==> config.mk <==
export PLATFORM = sky130hd
export DESIGN_NAME = ppl_lock
export DESIGN_NICKNAME = d
export VERILOG_FILES = /design/src/ppl_pkg.sv /design/src/ppl_lock.sv
export VERILOG_INCLUDE_DIRS = /design/src
export SDC_FILE = /design/constraint.sdc
export NUM_CORES = 1
export LEC_CHECK = 0
export BUFFER_PORTS_ARGS = -buffer_cell sky130_fd_sc_hd__buf_2
export CAP_MARGIN = 10
export CORE_ASPECT_RATIO = 1.25
export CORE_MARGIN = 2
export CORE_UTILIZATION = 45
export DETAILED_ROUTE_END_ITERATION = 10
export PLACE_DENSITY = 0.78
export SYNTH_ARGS = -nofsm -noshare
export SYNTH_HDL_FRONTEND = slang
export SYNTH_SLANG_ARGS = --single-unit
==> constraint.sdc <==
create_clock -name clk -period 2.3 [get_ports clk]
set_input_delay 0.46 -clock clk [delete_from_list [all_inputs] [get_ports clk]]
set_output_delay 0.46 -clock clk [all_outputs]
set_load 0.03 [all_outputs]
==> src/ppl_defines.svh <==
// Constants for the parameter password lock block
`ifndef PPL_DEFINES_SVH
`define PPL_DEFINES_SVH
`define PPL_LVL_NONE   16'h270F
`define PPL_LVL_HUND   16'h0064
`define PPL_LVL_MAXLO  16'h0006
`define PPL_LVL_MINHI  16'h0065
`define PPL_LVL_MAXHI  16'h006A
`define PPL_PW_NONE    16'h270F
`define PPL_PW_MIN     16'h03E8
`define PPL_PW_MAX     16'h270E
`define PPL_ERR_MAX    3'h5
`define PPL_WS_STOP    2'h0
`define PPL_WS_NEVER   2'h1
`endif

==> src/ppl_pkg.sv <==
// Types for the parameter password lock block
package ppl_pkg;
  typedef enum logic [1:0] {SRC_PANEL, SRC_NET, SRC_INTERNAL} ppl_src_t;
  typedef enum logic [1:0] {K_PARAM, K_LEVEL, K_PASS, K_CONTRAST} ppl_kind_t;
  typedef enum logic [1:0] {OP_ACCESS, OP_CLEAR, OP_ALL_CLEAR, OP_COPY} ppl_op_t;
  typedef enum logic [1:0] {ST_OPEN, ST_LOCKED, ST_HARD} ppl_state_t;
  typedef struct packed {
    ppl_op_t     op;
    ppl_kind_t   kind;
    ppl_src_t    src;
    logic        wr;
    logic        ext;
    logic [15:0] wdata;
  } ppl_req_t;
  typedef struct packed {
    logic        valid;
    logic        ok;
    logic        unlock_err;
    logic [15:0] rdata;
  } ppl_resp_t;
endpackage

==> src/ppl_lock.sv <==
// Parameter password lock: access gate, lock level and password store
//
// Operation
// - Lock level takes 1..6 or 101..106; 9999 means no lock, reset value.
// - A password is a value 1000..9998; other values are refused.
// - Levels 1/101 block all writes, 2/102 panel writes, 3/103 network writes.
// - 4/104 block everything, 5/105 all panel access, 6/106 all network access.
// - Levels 1..6 read password as 0; 101..106 count errors 0..5.
// - After five errors the right password no longer unlocks; only all clear.
// - With a lock level set, password writes ignore extended display setting.
// - A registered password applies the level restriction until unlocked.
// - Once registered, password reads give only 0..5, never the password.
// - Writing the password while locked unlocks on match, else error.
// - All clear releases the lock and resets every parameter.
// - All clear is refused while the drive runs.
// - While locked, level writes, clear and copy are refused; all clear allowed.
// - Internal updates such as part life always get written.
// - Level and password stay writable whatever the write selection is.
// - Write selection and extended display restrictions take precedence.
// - Network restriction covers RS-485 access; panel covers the panel source.
// - Levels blocking panel writes disable easy-setting mode switching.
// - Contrast stays accessible under lock when a parameter unit is fitted.
`include "ppl_defines.svh"

module ppl_lock
  import ppl_pkg::*;
(
  input  wire logic       clk,              // Control clock, 25 MHz
  input  wire logic       srst,             // Synchronous reset, high
  input  wire logic       req_valid,        // Access or command request
  input  wire ppl_req_t   req,              // Request fields
  input  wire logic       running,          // Drive is running
  input  wire logic [1:0] param_write_select, // Write selection setting
  input  wire logic       ext_display_zero, // Extended display select is 0
  input  wire logic       param_unit_fitted, // External parameter unit present
  output ppl_resp_t       resp,             // Answer, one cycle after request
  output logic            all_clear_go,     // Pulse: clear every parameter
  output logic            locked,           // Password registered
  output logic            hard_locked,      // Five errors reached
  output logic            easy_switch_en,   // Easy-setting mode switch allowed
  output logic            panel_jog_en      // Panel jog operation allowed
);

  // ----------------------------------------------------------------
  // State
  // ----------------------------------------------------------------
  ppl_state_t  state;
  logic [15:0] lock_restriction_level;
  logic [15:0] password;
  logic [2:0]  err_count;

  // ----------------------------------------------------------------
  // Helpers
  // ----------------------------------------------------------------
  // Valid level encodings
  function automatic logic lvl_valid(input logic [15:0] v);
    return (v >= 16'h0001 && v <= `PPL_LVL_MAXLO) ||
           (v >= `PPL_LVL_MINHI && v <= `PPL_LVL_MAXHI) ||
           (v == `PPL_LVL_NONE);
  endfunction

  // Levels 101..106 count unlock errors
  function automatic logic lvl_counts(input logic [15:0] v);
    return v >= `PPL_LVL_MINHI && v <= `PPL_LVL_MAXHI;
  endfunction

  // Restriction digit 1..6, zero for no lock
  function automatic logic [2:0] lvl_digit(input logic [15:0] v);
    logic [15:0] d;
    d = lvl_counts(v) ? v - `PPL_LVL_HUND : v;
    return (v == `PPL_LVL_NONE) ? 3'h0 : d[2:0];
  endfunction

  // Password-level blocking of one source and direction
  function automatic logic lvl_blocks(input logic [2:0] dg, input ppl_src_t s,
                                      input logic w);
    logic pn;
    logic nt;
    pn = (s == SRC_PANEL);
    nt = (s == SRC_NET);
    case (dg)
      3'h1:    return w && (pn || nt);
      3'h2:    return w && pn;
      3'h3:    return w && nt;
      3'h4:    return pn || nt;
      3'h5:    return pn;
      3'h6:    return nt;
      default: return 1'b0;
    endcase
  endfunction

  // Write selection ban on ordinary parameters
  function automatic logic ws_blocks(input logic [1:0] ws, input logic run);
    return (ws == `PPL_WS_NEVER) || (ws == `PPL_WS_STOP && run);
  endfunction

  // ----------------------------------------------------------------
  // Request decision
  // ----------------------------------------------------------------
  logic [2:0]  digit;
  logic        is_locked;
  logic        grant;
  logic        uerr;
  logic [15:0] rd;
  logic        do_level;
  logic        do_reg;
  logic        do_unlock;
  logic        do_err;
  logic        do_all;

  assign digit     = lvl_digit(lock_restriction_level);
  assign is_locked = (state != ST_OPEN);

  // One decision per request; priorities follow the access kind
  always_comb begin
    grant     = 1'b0;
    uerr      = 1'b0;
    rd        = 16'h0000;
    do_level  = 1'b0;
    do_reg    = 1'b0;
    do_unlock = 1'b0;
    do_err    = 1'b0;
    do_all    = 1'b0;
    if (req_valid) begin
      case (req.op)
        OP_ALL_CLEAR: begin
          grant  = !running;
          do_all = !running;
        end
        OP_CLEAR, OP_COPY: begin
          grant = !is_locked;
        end
        OP_ACCESS: begin
          case (req.kind)
            K_LEVEL: begin
              // Needs extended display; write selection does not apply
              if (req.wr) begin
                grant    = ext_display_zero && !is_locked &&
                           lvl_valid(req.wdata);
                do_level = grant;
              end else begin
                grant = 1'b1;
                rd    = lock_restriction_level;
              end
            end
            K_PASS: begin
              if (!req.wr) begin
                grant = 1'b1;
                if (!is_locked)
                  rd = `PPL_PW_NONE;
                else if (lvl_counts(lock_restriction_level))
                  rd = {13'h0000, err_count};
                else
                  rd = 16'h0000;
              end else if (lock_restriction_level == `PPL_LVL_NONE) begin
                grant = 1'b0;
              end else if (state == ST_OPEN) begin
                grant  = req.wdata >= `PPL_PW_MIN &&
                         req.wdata <= `PPL_PW_MAX;
                do_reg = grant;
              end else if (state == ST_LOCKED &&
                           req.wdata == password) begin
                grant     = 1'b1;
                do_unlock = 1'b1;
              end else begin
                uerr   = 1'b1;
                do_err = (state == ST_LOCKED);
              end
            end
            K_CONTRAST: begin
              // Parameter unit keeps contrast reachable under lock
              grant = param_unit_fitted ||
                      !(is_locked && lvl_blocks(digit, req.src, req.wr));
              if (req.wr && req.src != SRC_INTERNAL &&
                  ws_blocks(param_write_select, running))
                grant = 1'b0;
            end
            default: begin
              // Ordinary parameter: outer bans first, then password level
              if (req.src == SRC_INTERNAL)
                grant = 1'b1;
              else if (req.wr && ws_blocks(param_write_select, running))
                grant = 1'b0;
              else if (!req.wr && req.ext && req.src == SRC_PANEL &&
                       !ext_display_zero)
                grant = 1'b0;
              else
                grant = !(is_locked &&
                          lvl_blocks(digit, req.src, req.wr));
            end
          endcase
        end
        default: grant = 1'b0;
      endcase
    end
  end

  // ----------------------------------------------------------------
  // Lock level register
  // ----------------------------------------------------------------
  // All clear returns the level to no lock
  always_ff @(posedge clk) begin
    if (srst || do_all)
      lock_restriction_level <= `PPL_LVL_NONE;
    else if (do_level)
      lock_restriction_level <= req.wdata;
  end

  // ----------------------------------------------------------------
  // Password store and lock state
  // ----------------------------------------------------------------
  // Only all clear leaves the hard state
  always_ff @(posedge clk) begin
    if (srst || do_all) begin
      state    <= ST_OPEN;
      password <= `PPL_PW_NONE;
    end else if (do_reg) begin
      state    <= ST_LOCKED;
      password <= req.wdata;
    end else if (do_unlock) begin
      state    <= ST_OPEN;
      password <= `PPL_PW_NONE;
    end else if (do_err && lvl_counts(lock_restriction_level) &&
                 err_count == `PPL_ERR_MAX - 3'h1) begin
      state    <= ST_HARD;
    end
  end

  // ----------------------------------------------------------------
  // Unlock error counter
  // ----------------------------------------------------------------
  // Levels 1..6 never count, so attempts there are unlimited
  always_ff @(posedge clk) begin
    if (srst || do_all || do_unlock)
      err_count <= 3'h0;
    else if (do_err && lvl_counts(lock_restriction_level) &&
             err_count != `PPL_ERR_MAX)
      err_count <= err_count + 3'h1;
  end

  // ----------------------------------------------------------------
  // Answers and status outputs
  // ----------------------------------------------------------------
  always_ff @(posedge clk) begin
    if (srst) begin
      resp         <= '0;
      all_clear_go <= 1'b0;
    end else begin
      resp.valid      <= req_valid;
      resp.ok         <= grant;
      resp.unlock_err <= uerr;
      resp.rdata      <= grant ? rd : 16'h0000;
      all_clear_go    <= do_all;
    end
  end

  // Status follows the state one cycle late, like the answer
  always_ff @(posedge clk) begin
    if (srst) begin
      locked         <= 1'b0;
      hard_locked    <= 1'b0;
      easy_switch_en <= 1'b1;
      panel_jog_en   <= 1'b1;
    end else begin
      locked         <= is_locked;
      hard_locked    <= (state == ST_HARD);
      easy_switch_en <= !(is_locked && lvl_blocks(digit, SRC_PANEL, 1'b1));
      panel_jog_en   <= !(is_locked && param_unit_fitted &&
                          (digit == 3'h4 || digit == 3'h5));
    end
  end

  // ----------------------------------------------------------------
  // Assertions
  // ----------------------------------------------------------------
  logic lvl_wr_req;
  logic pw_wr_req;
  assign lvl_wr_req = req_valid && req.op == OP_ACCESS && req.kind == K_LEVEL && req.wr;
  assign pw_wr_req  = req_valid && req.op == OP_ACCESS && req.kind == K_PASS && req.wr;

  property p_reset_level;
    @(posedge clk) srst |=> lock_restriction_level == `PPL_LVL_NONE && !locked;
  endproperty
  a_reset_level: assert property (p_reset_level) else $error("level not none after reset");

  property p_net_write_l1;
    @(posedge clk) disable iff (srst)
      req_valid && req.op == OP_ACCESS && req.kind == K_PARAM && req.src == SRC_NET &&
      req.wr && is_locked && digit == 3'h1 |=> resp.valid && !resp.ok;
  endproperty
  a_net_write_l1: assert property (p_net_write_l1) else $error("network write passed at level 1");

  property p_panel_read_l5;
    @(posedge clk) disable iff (srst)
      req_valid && req.op == OP_ACCESS && req.kind == K_PARAM && req.src == SRC_PANEL &&
      !req.wr && is_locked && digit == 3'h5 |=> !resp.ok;
  endproperty
  a_panel_read_l5: assert property (p_panel_read_l5) else $error("panel read passed at level 5");

  property p_pw_hidden;
    @(posedge clk) disable iff (srst)
      req_valid && req.op == OP_ACCESS && req.kind == K_PASS && !req.wr && is_locked
      |=> resp.rdata <= 16'h0005;
  endproperty
  a_pw_hidden: assert property (p_pw_hidden) else $error("password register leaked");

  property p_hard_stays;
    @(posedge clk) disable iff (srst)
      state == ST_HARD && !(req_valid && req.op == OP_ALL_CLEAR) |=> state == ST_HARD;
  endproperty
  a_hard_stays: assert property (p_hard_stays) else $error("hard lock released");

  property p_all_clear_run;
    @(posedge clk) disable iff (srst)
      req_valid && req.op == OP_ALL_CLEAR && running |=> !all_clear_go && !resp.ok;
  endproperty
  a_all_clear_run: assert property (p_all_clear_run) else $error("all clear while running");

  property p_all_clear_rel;
    @(posedge clk) disable iff (srst)
      req_valid && req.op == OP_ALL_CLEAR && !running
      |=> all_clear_go && state == ST_OPEN && err_count == 3'h0 ##1 !locked;
  endproperty
  a_all_clear_rel: assert property (p_all_clear_rel) else $error("all clear kept lock");

  property p_level_frozen;
    @(posedge clk) disable iff (srst)
      lvl_wr_req && is_locked && !(req.op == OP_ALL_CLEAR)
      |=> $stable(lock_restriction_level) && !resp.ok;
  endproperty
  a_level_frozen: assert property (p_level_frozen) else $error("level written while locked");

  property p_internal_ok;
    @(posedge clk) disable iff (srst)
      req_valid && req.op == OP_ACCESS && req.kind == K_PARAM && req.src == SRC_INTERNAL
      |=> resp.ok;
  endproperty
  a_internal_ok: assert property (p_internal_ok) else $error("internal update refused");

  property p_unlock;
    @(posedge clk) disable iff (srst)
      pw_wr_req && state == ST_LOCKED && req.wdata == password
      |=> state == ST_OPEN && err_count == 3'h0 && resp.ok ##1 !locked;
  endproperty
  a_unlock: assert property (p_unlock) else $error("correct password did not unlock");

  property p_err_sat;
    @(posedge clk) disable iff (srst) err_count <= `PPL_ERR_MAX;
  endproperty
  a_err_sat: assert property (p_err_sat) else $error("error count above five");

  property p_ws_precedence;
    @(posedge clk) disable iff (srst)
      req_valid && req.op == OP_ACCESS && req.kind == K_PARAM && req.wr &&
      req.src != SRC_INTERNAL && param_write_select == `PPL_WS_NEVER |=> !resp.ok;
  endproperty
  a_ws_precedence: assert property (p_ws_precedence) else $error("write selection ignored");

  property p_easy_off;
    @(posedge clk) disable iff (srst)
      is_locked && digit == 3'h2 |=> !easy_switch_en;
  endproperty
  a_easy_off: assert property (p_easy_off) else $error("easy switch left on");

  c_register: cover property (@(posedge clk) disable iff (srst) $rose(locked));
  c_hard:     cover property (@(posedge clk) disable iff (srst) $rose(hard_locked));
  c_unlock:   cover property (@(posedge clk) disable iff (srst) $fell(locked));
  c_clear:    cover property (@(posedge clk) disable iff (srst) all_clear_go);

endmodule // ppl_lock

==> results of run 1 <==
## layout by cell type (no fill, tap or decap), types with 3 or more instances in the layout
| master | instances |
|---|---|
| inv_1 | 21 |
| nand3b_1 | 3 |
| nor4_1 | 10 |
| nand4_1 | 3 |
| o21a_1 | 4 |
| a311oi_1 | 3 |
| nor2b_1 | 5 |
| clkinv_2 | 3 |
| o21ai_0 | 11 |
| nand3_1 | 17 |
| o21ai_1 | 11 |
| nand2b_1 | 5 |
| clkbuf_8 | 11 |
| dfxtp_2 | 3 |
| a32o_1 | 3 |
| xor2_1 | 16 |
| a21oi_1 | 29 |
| a31oi_1 | 3 |
| nor2_1 | 31 |
| dfxtp_1 | 58 |
| nor3_1 | 22 |
| and2_1 | 4 |
| nand2_1 | 23 |
| and3_1 | 7 |
| ha_1 | 7 |
| buf_4 | 45 |
| buf_2 | 56 |
## Yosys cell counts (4+ instances only)
library cell  instances
dfxtp_1              61
nor2_1               31
a21oi_1              29
nand2_1              23
nor3_1               23
o21ai_0              22
inv_1                21
nand3_1              17
xor2_1               16
nor4_1               11
clkbuf_1             10
and3_1                7
ha_1                  7
and2_1                5
nand2b_1              5
nor2b_1               5
o21a_1                4
## how the worst max path moves through the flow
stage,from,endpoint,slack [ns]
floorplan,req[6],lock_restriction_level[12],-0.08
global placement,req[15],lock_restriction_level[12],-0.25
detailed placement,req[15],lock_restriction_level[12],-0.31
CTS,lock_restriction_level[10],err_count[2],0.0006
global route,lock_restriction_level[10],err_count[2],-0.02
finish,req[4],lock_restriction_level[12],0.07
## area by class of cell
class	count	area (sq um)	area share, %
Timing Repair Buffer	103	649	15.8
Sequential cell	61	1220	29.9
Clock buffer	12	155	3.78
Clock inverter	4	22.5	0.549
Multi-Input combinational cell	273	1860	45.3
Tap cell	90	113	2.74
Inverter	21	78.8	1.92
## stage by stage
stage          setup slack (ns)  cells  power [mW]
2_1_floorplan           -0.0788    373        1.20
3_3_place_gp             -0.248    546        1.30
3_5_place_dp             -0.309    546        1.30
4_1_cts                0.000556    562        2.15
5_1_grt                 -0.0245    564        2.22
6_report                 0.0711    564        2.15
## report_power, final
part	switching (mW)	internal, mW
combinational	0.132	0.0915
clock	0.423	0.444
sequential	0.00163	1.06
total	0.556	1.60
## timing repair
action | 4_1_cts | 5_1_grt
setup buffers | 0 | 1
gates resized for setup | 0 | 22
endpoints found under the setup margin | 0 | 35
## sequential cells by signal, summed over array words and instances, names as in the netlist
| name | cells |
|---|---|
| resp | 19 |
| lock_restriction_level | 16 |
| password | 16 |
| err_count | 3 |
| state | 2 |
| all_clear_go | 1 |
| easy_switch_en | 1 |
| hard_locked | 1 |
| locked | 1 |
| panel_jog_en | 1 |
## layer usage
layer	vias up	wire length, um	GRT usage [%]
met5	-	0	0
met4	0	327	11.9
met3	32	338	4.65
met2	93	4570	42.2
met1	1503	3600	26.8
li1	1551	-	-
## kinds of logic after synthesis
kind of cell	Yosys count	share of synthesized area, %
AOI/OAI and AO/OA	91	20.3
xor gates and xnor gates	17	4.74
adders and majority gates	7	2.79
buffers and inverters	39	5.30
DFF	61	38.9
muxes	2	0.637
and+or+nand+nor	156	27.4
## worst register-to-register path, delay by kind of cell (launching register included)
family,cells,cell delay (ns)
AOI/OAI and AO/OA,3,0.66
buffers and inverters,1,0.16
DFF,1,0.35
and+or+nand+nor,3,0.94
==> impl_metrics.py, run 1 <==
metrics = {
    "worst_setup_path": {
        "critPathTopFamily": "simple AND/OR/NAND/NOR gates",
        "worstPathCellList": "buf_2 > or4_4 > or4_1 > or3_4 > o41ai_4 > buf_6 > nand2_4 > and3_1",
        "crit_slowest_cell": "or4_4",
        "crit_path_max_incr_delay_ns": 0.52,
        "path_class": "in2reg",
        "crit_fanout": 7,
        "cp.arrival_ns": 2.47,
        "cp.depth": 8,
        "endpoint_kind": "register",
        "timing.rr.end": "err_count[2]",
        "r2r-start": "lock_restriction_level[5]",
        "critPathRequiredTime_ns": 2.54,
        "reg2reg_depth": 7,
        "worst-path-buf-inv": 2,
        "rrSetupSlack_ns": 0.08,
        "startpoint_type": "input port",
    },
    "grt": {
        "grt_usage_pct": 23.9,
        "grt_overflow": 0,
        "grt_max_degree": 17,
        "grt_pass1_wl_um": 14400,
        "antenna_found_initial": 0,
        "grt_pass1_vias": 3130,
    },
    "detailed_routing": {
        "wl_per_cell_um": 15.7,
        "ant_nets": 0,
        "post-route-drc-count": 0,
        "detail_route.first_pass.iterations": 5,
        "wl_um": 8840,
        "avgViaCountPerCell": 5.64,
        "first_iter_violations": 154,
        "vias": 3179,
    },
    "placed_design": {
        "postPlaceCellArea_sq_mm": 0.00381,
        "buffer_ports.inserted": 55,
        "place_congestion": 0.905,
        "hpwl_um": 6450,
    },
    "timing": {
        "min_period_over_period_pct": 96.9,
        "hold_viol_final": 0,
        "fin_skew_ns": 0.00749,
        "slew_headroom_pct": 62.5,
        "setup_tns_ns": 0,
        "fmax_mhz": 449,
        "min_period_ns": 2.23,
        "whs_ns": 0.338,
        "worstMarginPinSlew_ns": 0.562,
        "finalMaxSlewViolations": 0,
        "setup_viol": 0,
    },
    "power": {
        "leakagePower_nw": 1.75,
        "p_per_area_mw_per_mm2": 524,
        "peakVddDrop_mv": 0.505,
    },
    "clock_network": {
        "cts_root_buf": "clkbuf_8",
        "cts_made_buffers": 9,
        "cts_tree": "built",
        "clk_pin_slew_ns": 0.07,
        "clockBufferDepth": 2,
        "holdBufCountCts": 0,
        "worstSkewPairLatency_ns": 0.35,
        "cts.sinks": 61,
        "cts_max_level": 3,
    },
    "final_layout": {
        "nFillCells": 628,
        "area_growth_pct": 30.6,
        "final_area_sq_mm": 0.00410,
        "fin_nets": 508,
        "postLayoutCoreUtil_pct": 59.9,
        "drive_gt1_share_pct": 30.2,
        "n_antenna_cell": 0,
    },
    "synth": {
        "synth-async-reset-ratio_pct": 0,
        "yosysSeqAreaShare_pct": 38.9,
        "ys_warn_count": 0,
        "netlist_area_sq_mm": 0.00314,
        "synthDominantCellAreaShare_pct": 38.9,
        "synth_area_leaders": "dfxtp_1, a21oi_1, xor2_1",
        "synth-main-ff-cell": "dfxtp_1",
        "synth_cell_types": 65,
        "synth_top_cell_by_area": "dfxtp_1",
        "avgSynthCellArea_sq_um": 8.42,
        "synth_cells": 373,
        "synth_edf_count": 0,
        "ys_ff_latch": 61,
        "syn_nets": 412,
    },
    "floorplanning": {
        "ios": 56,
        "floorplan.die.width_um": 78.7,
        "die_y_um": 97.4,
        "design.core.area_sq_mm": 0.00685,
        "die_area_sq_mm": 0.00767,
        "start_util_pct": 45.9,
        "num_rows": 34,
    },
    "run_status": {
        "status": "completed",
    },
    "worst_hold_path": {
        "hp-class": "in2reg",
        "hold_end": "panel_jog_en",
        "hold_start": "param_unit_fitted",
        "hold_depth": 2,
    },
    "run": {
        "cap_viol_max_count": 0,
    },
}
Note: power is estimated with default switching activity, not from simulation.
==> run 2, diff against run 1 <==
PLACE_DENSITY = 0.69   (was 0.78)
clock period = 1.8 ns   (was 2.3 ns; I/O delays follow)
==> run 2 against run 1 <==
The run now ends with setup timing left; largest power group unchanged; non-clock buffer count grew 64; register-to-register slack worse by 0.44 ns; largest cell class unchanged; utilization rose by 14 points; sequential share of layout area is 5.5 points lower; global-route usage up 3.4 points; combinational power is 52% higher; worst setup slack lost 0.43 ns; highest routed layer unchanged; cell area rose by 24%.
==> impl_metrics.py, run 2 (same netlist as run 1, synthesis figures left out) <==
metrics = {
    "timing": {
        "slew_headroom_pct": 54.0,
        "hold_viol_final": 0,
        "setup_ws_ns": -0.361,
        "finalMaxSlewViolations": 0,
        "min_period_over_period_pct": 120,
        "setup_viol": 55,
        "rsz0062_at_grt": "true",
        "worstMarginPinSlew_ns": 0.690,
        "whs_ns": 0.238,
        "fin_skew_ns": 0.00788,
        "min_period_ns": 2.16,
        "fmax_mhz": 463,
    },
    "clock_network": {
        "clk_pin_slew_ns": 0.08,
        "cts_tree": "built",
        "holdBufCountCts": 0,
        "cts_root_buf": "clkbuf_8",
        "clockBufferDepth": 2,
        "cts_max_level": 3,
        "cts_made_buffers": 9,
        "cts.sinks": 61,
        "worstSkewPairLatency_ns": 0.35,
    },
    "detailed_routing": {
        "post-route-drc-count": 0,
        "avgViaCountPerCell": 5.47,
        "wl_per_cell_um": 16.3,
        "vias": 3442,
        "first_iter_violations": 274,
        "detail_route.first_pass.iterations": 5,
        "wl_um": 10300,
        "ant_nets": 0,
    },
    "grt": {
        "antenna_found_initial": 0,
        "grt_pass1_wl_um": 16300,
        "grt_pass1_vias": 3497,
        "grt_overflow": 0,
        "grt_max_degree": 17,
        "grt_usage_pct": 27.3,
    },
    "run_status": {
        "status": "finished with violations",
        "violations": "setup timing",
    },
    "floorplanning": {
        "ios": 56,
        "die_y_um": 97.4,
        "num_rows": 34,
        "floorplan.die.width_um": 78.7,
        "start_util_pct": 45.9,
        "die_area_sq_mm": 0.00767,
        "design.core.area_sq_mm": 0.00685,
    },
    "worst_hold_path": {
        "hp-class": "in2reg",
    },
    "worst_setup_path": {
        "cp.arrival_ns": 2.40,
        "critPathRequiredTime_ns": 2.04,
        "path_class": "reg2reg",
        "crit_fanout": 4,
        "startpoint_type": "register",
        "endpoint_kind": "register",
    },
    "final_layout": {
        "fin_nets": 573,
        "n_antenna_cell": 0,
        "largestRegisters": "resp x19, lock_restriction_level x16, password x16",
        "final_common_cell": "buf_4",
        "area_growth_pct": 61.9,
        "largest_register_ffs": 19,
        "layout_common_cells": "buf_4, dfxtp_1, buf_2",
        "drive_gt1_share_pct": 50.5,
        "regMostFlops": "resp",
        "fin_cells": 629,
    },
    "placed_design": {
        "dp.cells": 596,
        "place_congestion": 0.917,
        "buffer_ports.inserted": 55,
        "hpwl_um": 6920,
    },
    "power": {
        "p_per_area_mw_per_mm2": 587,
        "peakVddDrop_mv": 0.488,
        "power.total_mw": 2.99,
        "leakagePower_nw": 2.13,
    },
    "run": {
        "cap_viol_max_count": 0,
    },
}
## run 2: worst paths after layout
| kind | start | end | slack (ns) | cells past startpoint |
|---|---|---|---|---|
| min | param_unit_fitted | panel_jog_en | 0.24 | 2 |
| max reg2reg | lock_restriction_level[10] | err_count[2] | -0.36 | 6 |
| min reg2reg | password[11] | password[11] | 0.50 | 2 |
| max | lock_restriction_level[10] | err_count[2] | -0.36 | 6 |
## run 2: metrics by stage
stage / util (%) / setup TNS (ns) / setup WS [ns] / cell area (sq um)
global route: 74.3 / -18.54 / -0.438 / 5090
CTS: 71.3 / -12.59 / -0.315 / 4880
floorplan: - / -10.82 / -0.479 / 3320
global placement: 63.0 / -23.33 / -0.649 / 4320
finish: 74.3 / -15.08 / -0.361 / 5090
detailed placement: 63.0 / -24.26 / -0.685 / 4320
## run 2: power breakdown
part | total (mW) | leakage (nW) | switching [mW] | internal [mW]
clock | 1.30 | 0.103 | 0.636 | 0.661
sequential | 1.35 | 0.494 | 0.00171 | 1.35
combinational | 0.339 | 1.54 | 0.190 | 0.149
total | 2.99 | 2.13 | 0.828 | 2.16
## run 2: critical path, cell delays in order, from the launching register on
cell      delay (ns)
dfxtp_4         0.36
nor4b_4         0.27
nand4b_1        0.21
nor4b_4         0.39
or4bb_4         0.56
o31ai_4         0.20
a21oi_2         0.07
## run 2: metal layers
| metal | wire (um) | vias up | track usage, % |
|---|---|---|---|
| li1 | - | 1683 | - |
| met1 | 4060 | 1635 | 29.9 |
| met2 | 5470 | 93 | 48.7 |
| met3 | 376 | 31 | 5.67 |
| met4 | 354 | 0 | 14.0 |
| met5 | 0 | - | 0 |
## run 2: final cells by class
type,instances,area [sq um]
Fill cell,480,1760
Clock inverter,7,80.1
Sequential cell,61,1240
Inverter,21,78.8
Tap cell,90,113
Clock buffer,9,124
Timing Repair Buffer,167,1220
Multi-Input combinational cell,274,2240
## run 2: repair_timing
| action | CTS | global route |
|---|---|---|
| buffers inserted | 12 | 5 |
| endpoints found under the setup margin | 56 | 56 |
| pin swaps | 24 | 21 |
| gates cloned | 3 | 0 |
| gates resized for setup | 50 | 40 |
| endpoints found under the hold margin | 0 | 0 |
==> run 3, diff against run 2 <==
BUFFER_PORTS_ARGS = unset   (was -buffer_cell sky130_fd_sc_hd__buf_2)
CTS_BUF_LIST = sky130_fd_sc_hd__clkbuf_16   (was unset)
DONT_BUFFER_PORTS = 1   (was unset)
PLACE_DENSITY = 0.72   (was 0.69)
==> run 3 against run 2 <==
Cell area is 7.4% lower; highest routed layer unchanged; critical path depth stayed put; the run still ends with setup timing left; worst setup slack worse by 0.15 ns; hold slack worse by 0.14 ns; largest cell class unchanged.
==> impl_metrics.py, run 3 (same netlist as run 1, synthesis figures left out) <==
metrics = {
    "worst_setup_path": {
        "path_class": "reg2reg",
        "cp-startpoint": "lock_restriction_level[10]",
        "cp-endpoint": "err_count[2]",
        "crit_path_max_incr_delay_ns": 0.55,
        "cp.depth": 6,
        "cpMostUsedCell": "nor4b_4",
        "critPathTopFamily": "simple AND/OR/NAND/NOR gates",
        "worst-path-buf-inv": 0,
        "cp.arrival_ns": 2.53,
        "r2r-start": "lock_restriction_level[10]",
        "endpoint_kind": "register",
        "startpoint_type": "register",
        "crit_fanout": 4,
        "worstPathCellList": "nor4b_4 > nand4b_1 > nor4b_4 > or4bb_4 > o31ai_4 > a21oi_2",
        "critPathRequiredTime_ns": 2.02,
        "timing.rr.end": "err_count[2]",
        "crit_slowest_cell": "or4bb_4",
        "rrSetupSlack_ns": -0.51,
        "reg2reg_depth": 6,
    },
    "clock_network": {
        "clockBufferDepth": 2,
        "cts_max_level": 3,
        "worstSkewPairLatency_ns": 0.34,
        "clk_pin_slew_ns": 0.06,
        "cts_made_buffers": 9,
        "cts_tree": "built",
        "cts_root_buf": "clkbuf_16",
        "cts.sinks": 61,
        "holdBufCountCts": 0,
    },
    "final_layout": {
        "fin_nets": 493,
        "nFillCells": 484,
        "postLayoutCoreUtil_pct": 68.8,
        "final_common_cell": "buf_4",
        "area_growth_pct": 49.9,
        "largestRegisters": "resp x19, lock_restriction_level x16, password x16",
        "fin_cells": 549,
        "layout_common_cells": "buf_4, dfxtp_1, nor2_1",
        "drive_gt1_share_pct": 44.7,
        "largest_register_ffs": 19,
        "n_antenna_cell": 0,
        "regMostFlops": "resp",
    },
    "floorplanning": {
        "design.core.area_sq_mm": 0.00685,
        "ios": 56,
        "num_rows": 34,
        "die_area_sq_mm": 0.00767,
        "floorplan.die.width_um": 78.7,
        "start_util_pct": 45.9,
        "die_y_um": 97.4,
    },
    "detailed_routing": {
        "detail_route.first_pass.iterations": 5,
        "avgViaCountPerCell": 6.02,
        "first_iter_violations": 188,
        "post-route-drc-count": 0,
        "wl_per_cell_um": 18.5,
        "vias": 3303,
        "wl_um": 10200,
        "ant_nets": 0,
    },
    "timing": {
        "min_period_ns": 2.31,
        "fmax_mhz": 433,
        "fin_skew_ns": 0.00586,
        "rsz0062_at_grt": "true",
        "hold_viol_final": 0,
        "min_period_over_period_pct": 128,
        "setup_ws_ns": -0.512,
        "setup_viol": 56,
        "worstMarginPinSlew_ns": 0.807,
        "finalMaxSlewViolations": 0,
        "slew_headroom_pct": 46.2,
        "setup_tns_ns": -17.45,
    },
    "placed_design": {
        "place_congestion": 0.886,
        "dp.cells": 510,
        "hpwl_um": 6360,
        "buffer_ports.inserted": 0,
        "place_ws_ns": -0.559,
    },
    "run": {
        "cap_viol_max_count": 0,
    },
    "worst_hold_path": {
        "hp-class": "in2reg",
        "hold_depth": 1,
    },
    "grt": {
        "grt_overflow": 0,
        "grt_max_degree": 17,
        "grt_usage_pct": 25.5,
        "antenna_found_initial": 0,
        "grt_pass1_wl_um": 15200,
        "grt_pass1_vias": 3156,
    },
    "power": {
        "combPwrFrac_pct": 6.8,
        "peakVddDrop_mv": 0.747,
        "power.net_switching_uw": 786,
        "pwr-share-seq_pct": 43.3,
        "netSwitchingFraction_pct": 25.0,
        "p_int_mw": 2.36,
        "leakagePower_nw": 1.75,
        "p_per_area_mw_per_mm2": 668,
        "clkPwrFrac_pct": 49.9,
    },
    "run_status": {
        "violations": "setup timing",
        "status": "finished with violations",
    },
}
## run 3: how the worst min path moves through the flow
| stage | start | end | slack, ns |
|---|---|---|---|
| after floorplan | srst | hard_locked | 0.44 |
| after global placement | req[22] | all_clear_go | 0.44 |
| after detailed placement | req[22] | all_clear_go | 0.45 |
| after CTS | req[22] | all_clear_go | 0.1 |
| after global routing | req[22] | all_clear_go | 0.09 |
| final | srst | hard_locked | 0.1 |
## run 3: cell type report
class,instances,area [sq um],share of cell area (%)
clock buffer,9,225,4.78
clock inverter,7,42.5,0.903
inverter,21,78.8,1.67
multi-input combinational,276,2290,48.6
sequential,61,1250,26.5
tap,90,113,2.39
timing repair buffer,85,714,15.2
## run 3: worst reg2reg max path: cells and delay by family (launching register included)
family | cells | cell delay [ns]
and+or+nand+nor | 4 | 1.57
DFF | 1 | 0.36
AOI/OAI and AO/OA | 2 | 0.27
## run 3: what timing repair did
item                       4_1_cts  5_1_grt
cloned                           3        1
resized for setup               53       56
setup buffers                   12       11
pin swaps                       24       31
setup endpoints to repair       55       57
## run 3: routing by layer
layer / global-route usage (%) / share of wire, % / up-vias
li1: - / - / 1526
met1: 28.2 / 37 / 1593
met2: 43.6 / 53 / 149
met3: 7.81 / 5.6 / 35
met4: 12.3 / 3.7 / 0
met5: 0 / 0 / -
## run 3: through the flow
| step | hold slack [ns] | instance area (sq um) | total power [mW] |
|---|---|---|---|
| 3_5_place_dp | 0.445 | 3790 | 1.57 |
| 6_report | 0.0999 | 4710 | 3.14 |
| 2_1_floorplan | 0.436 | 3320 | 1.54 |
| 4_1_cts | 0.0999 | 4340 | 3.12 |
| 5_1_grt | 0.0918 | 4710 | 3.23 |
| 3_3_place_gp | 0.440 | 3790 | 1.57 |
## run 3: power by group through the flow
stage / registers [mW] / clock network (mW) / logic (mW)
after global placement: 1.40 / 0 / 0.169
final: 1.36 / 1.57 / 0.213
after floorplan: 1.40 / 0 / 0.140
after global routing: 1.36 / 1.64 / 0.229
after CTS: 1.37 / 1.57 / 0.187
after detailed placement: 1.40 / 0 / 0.172
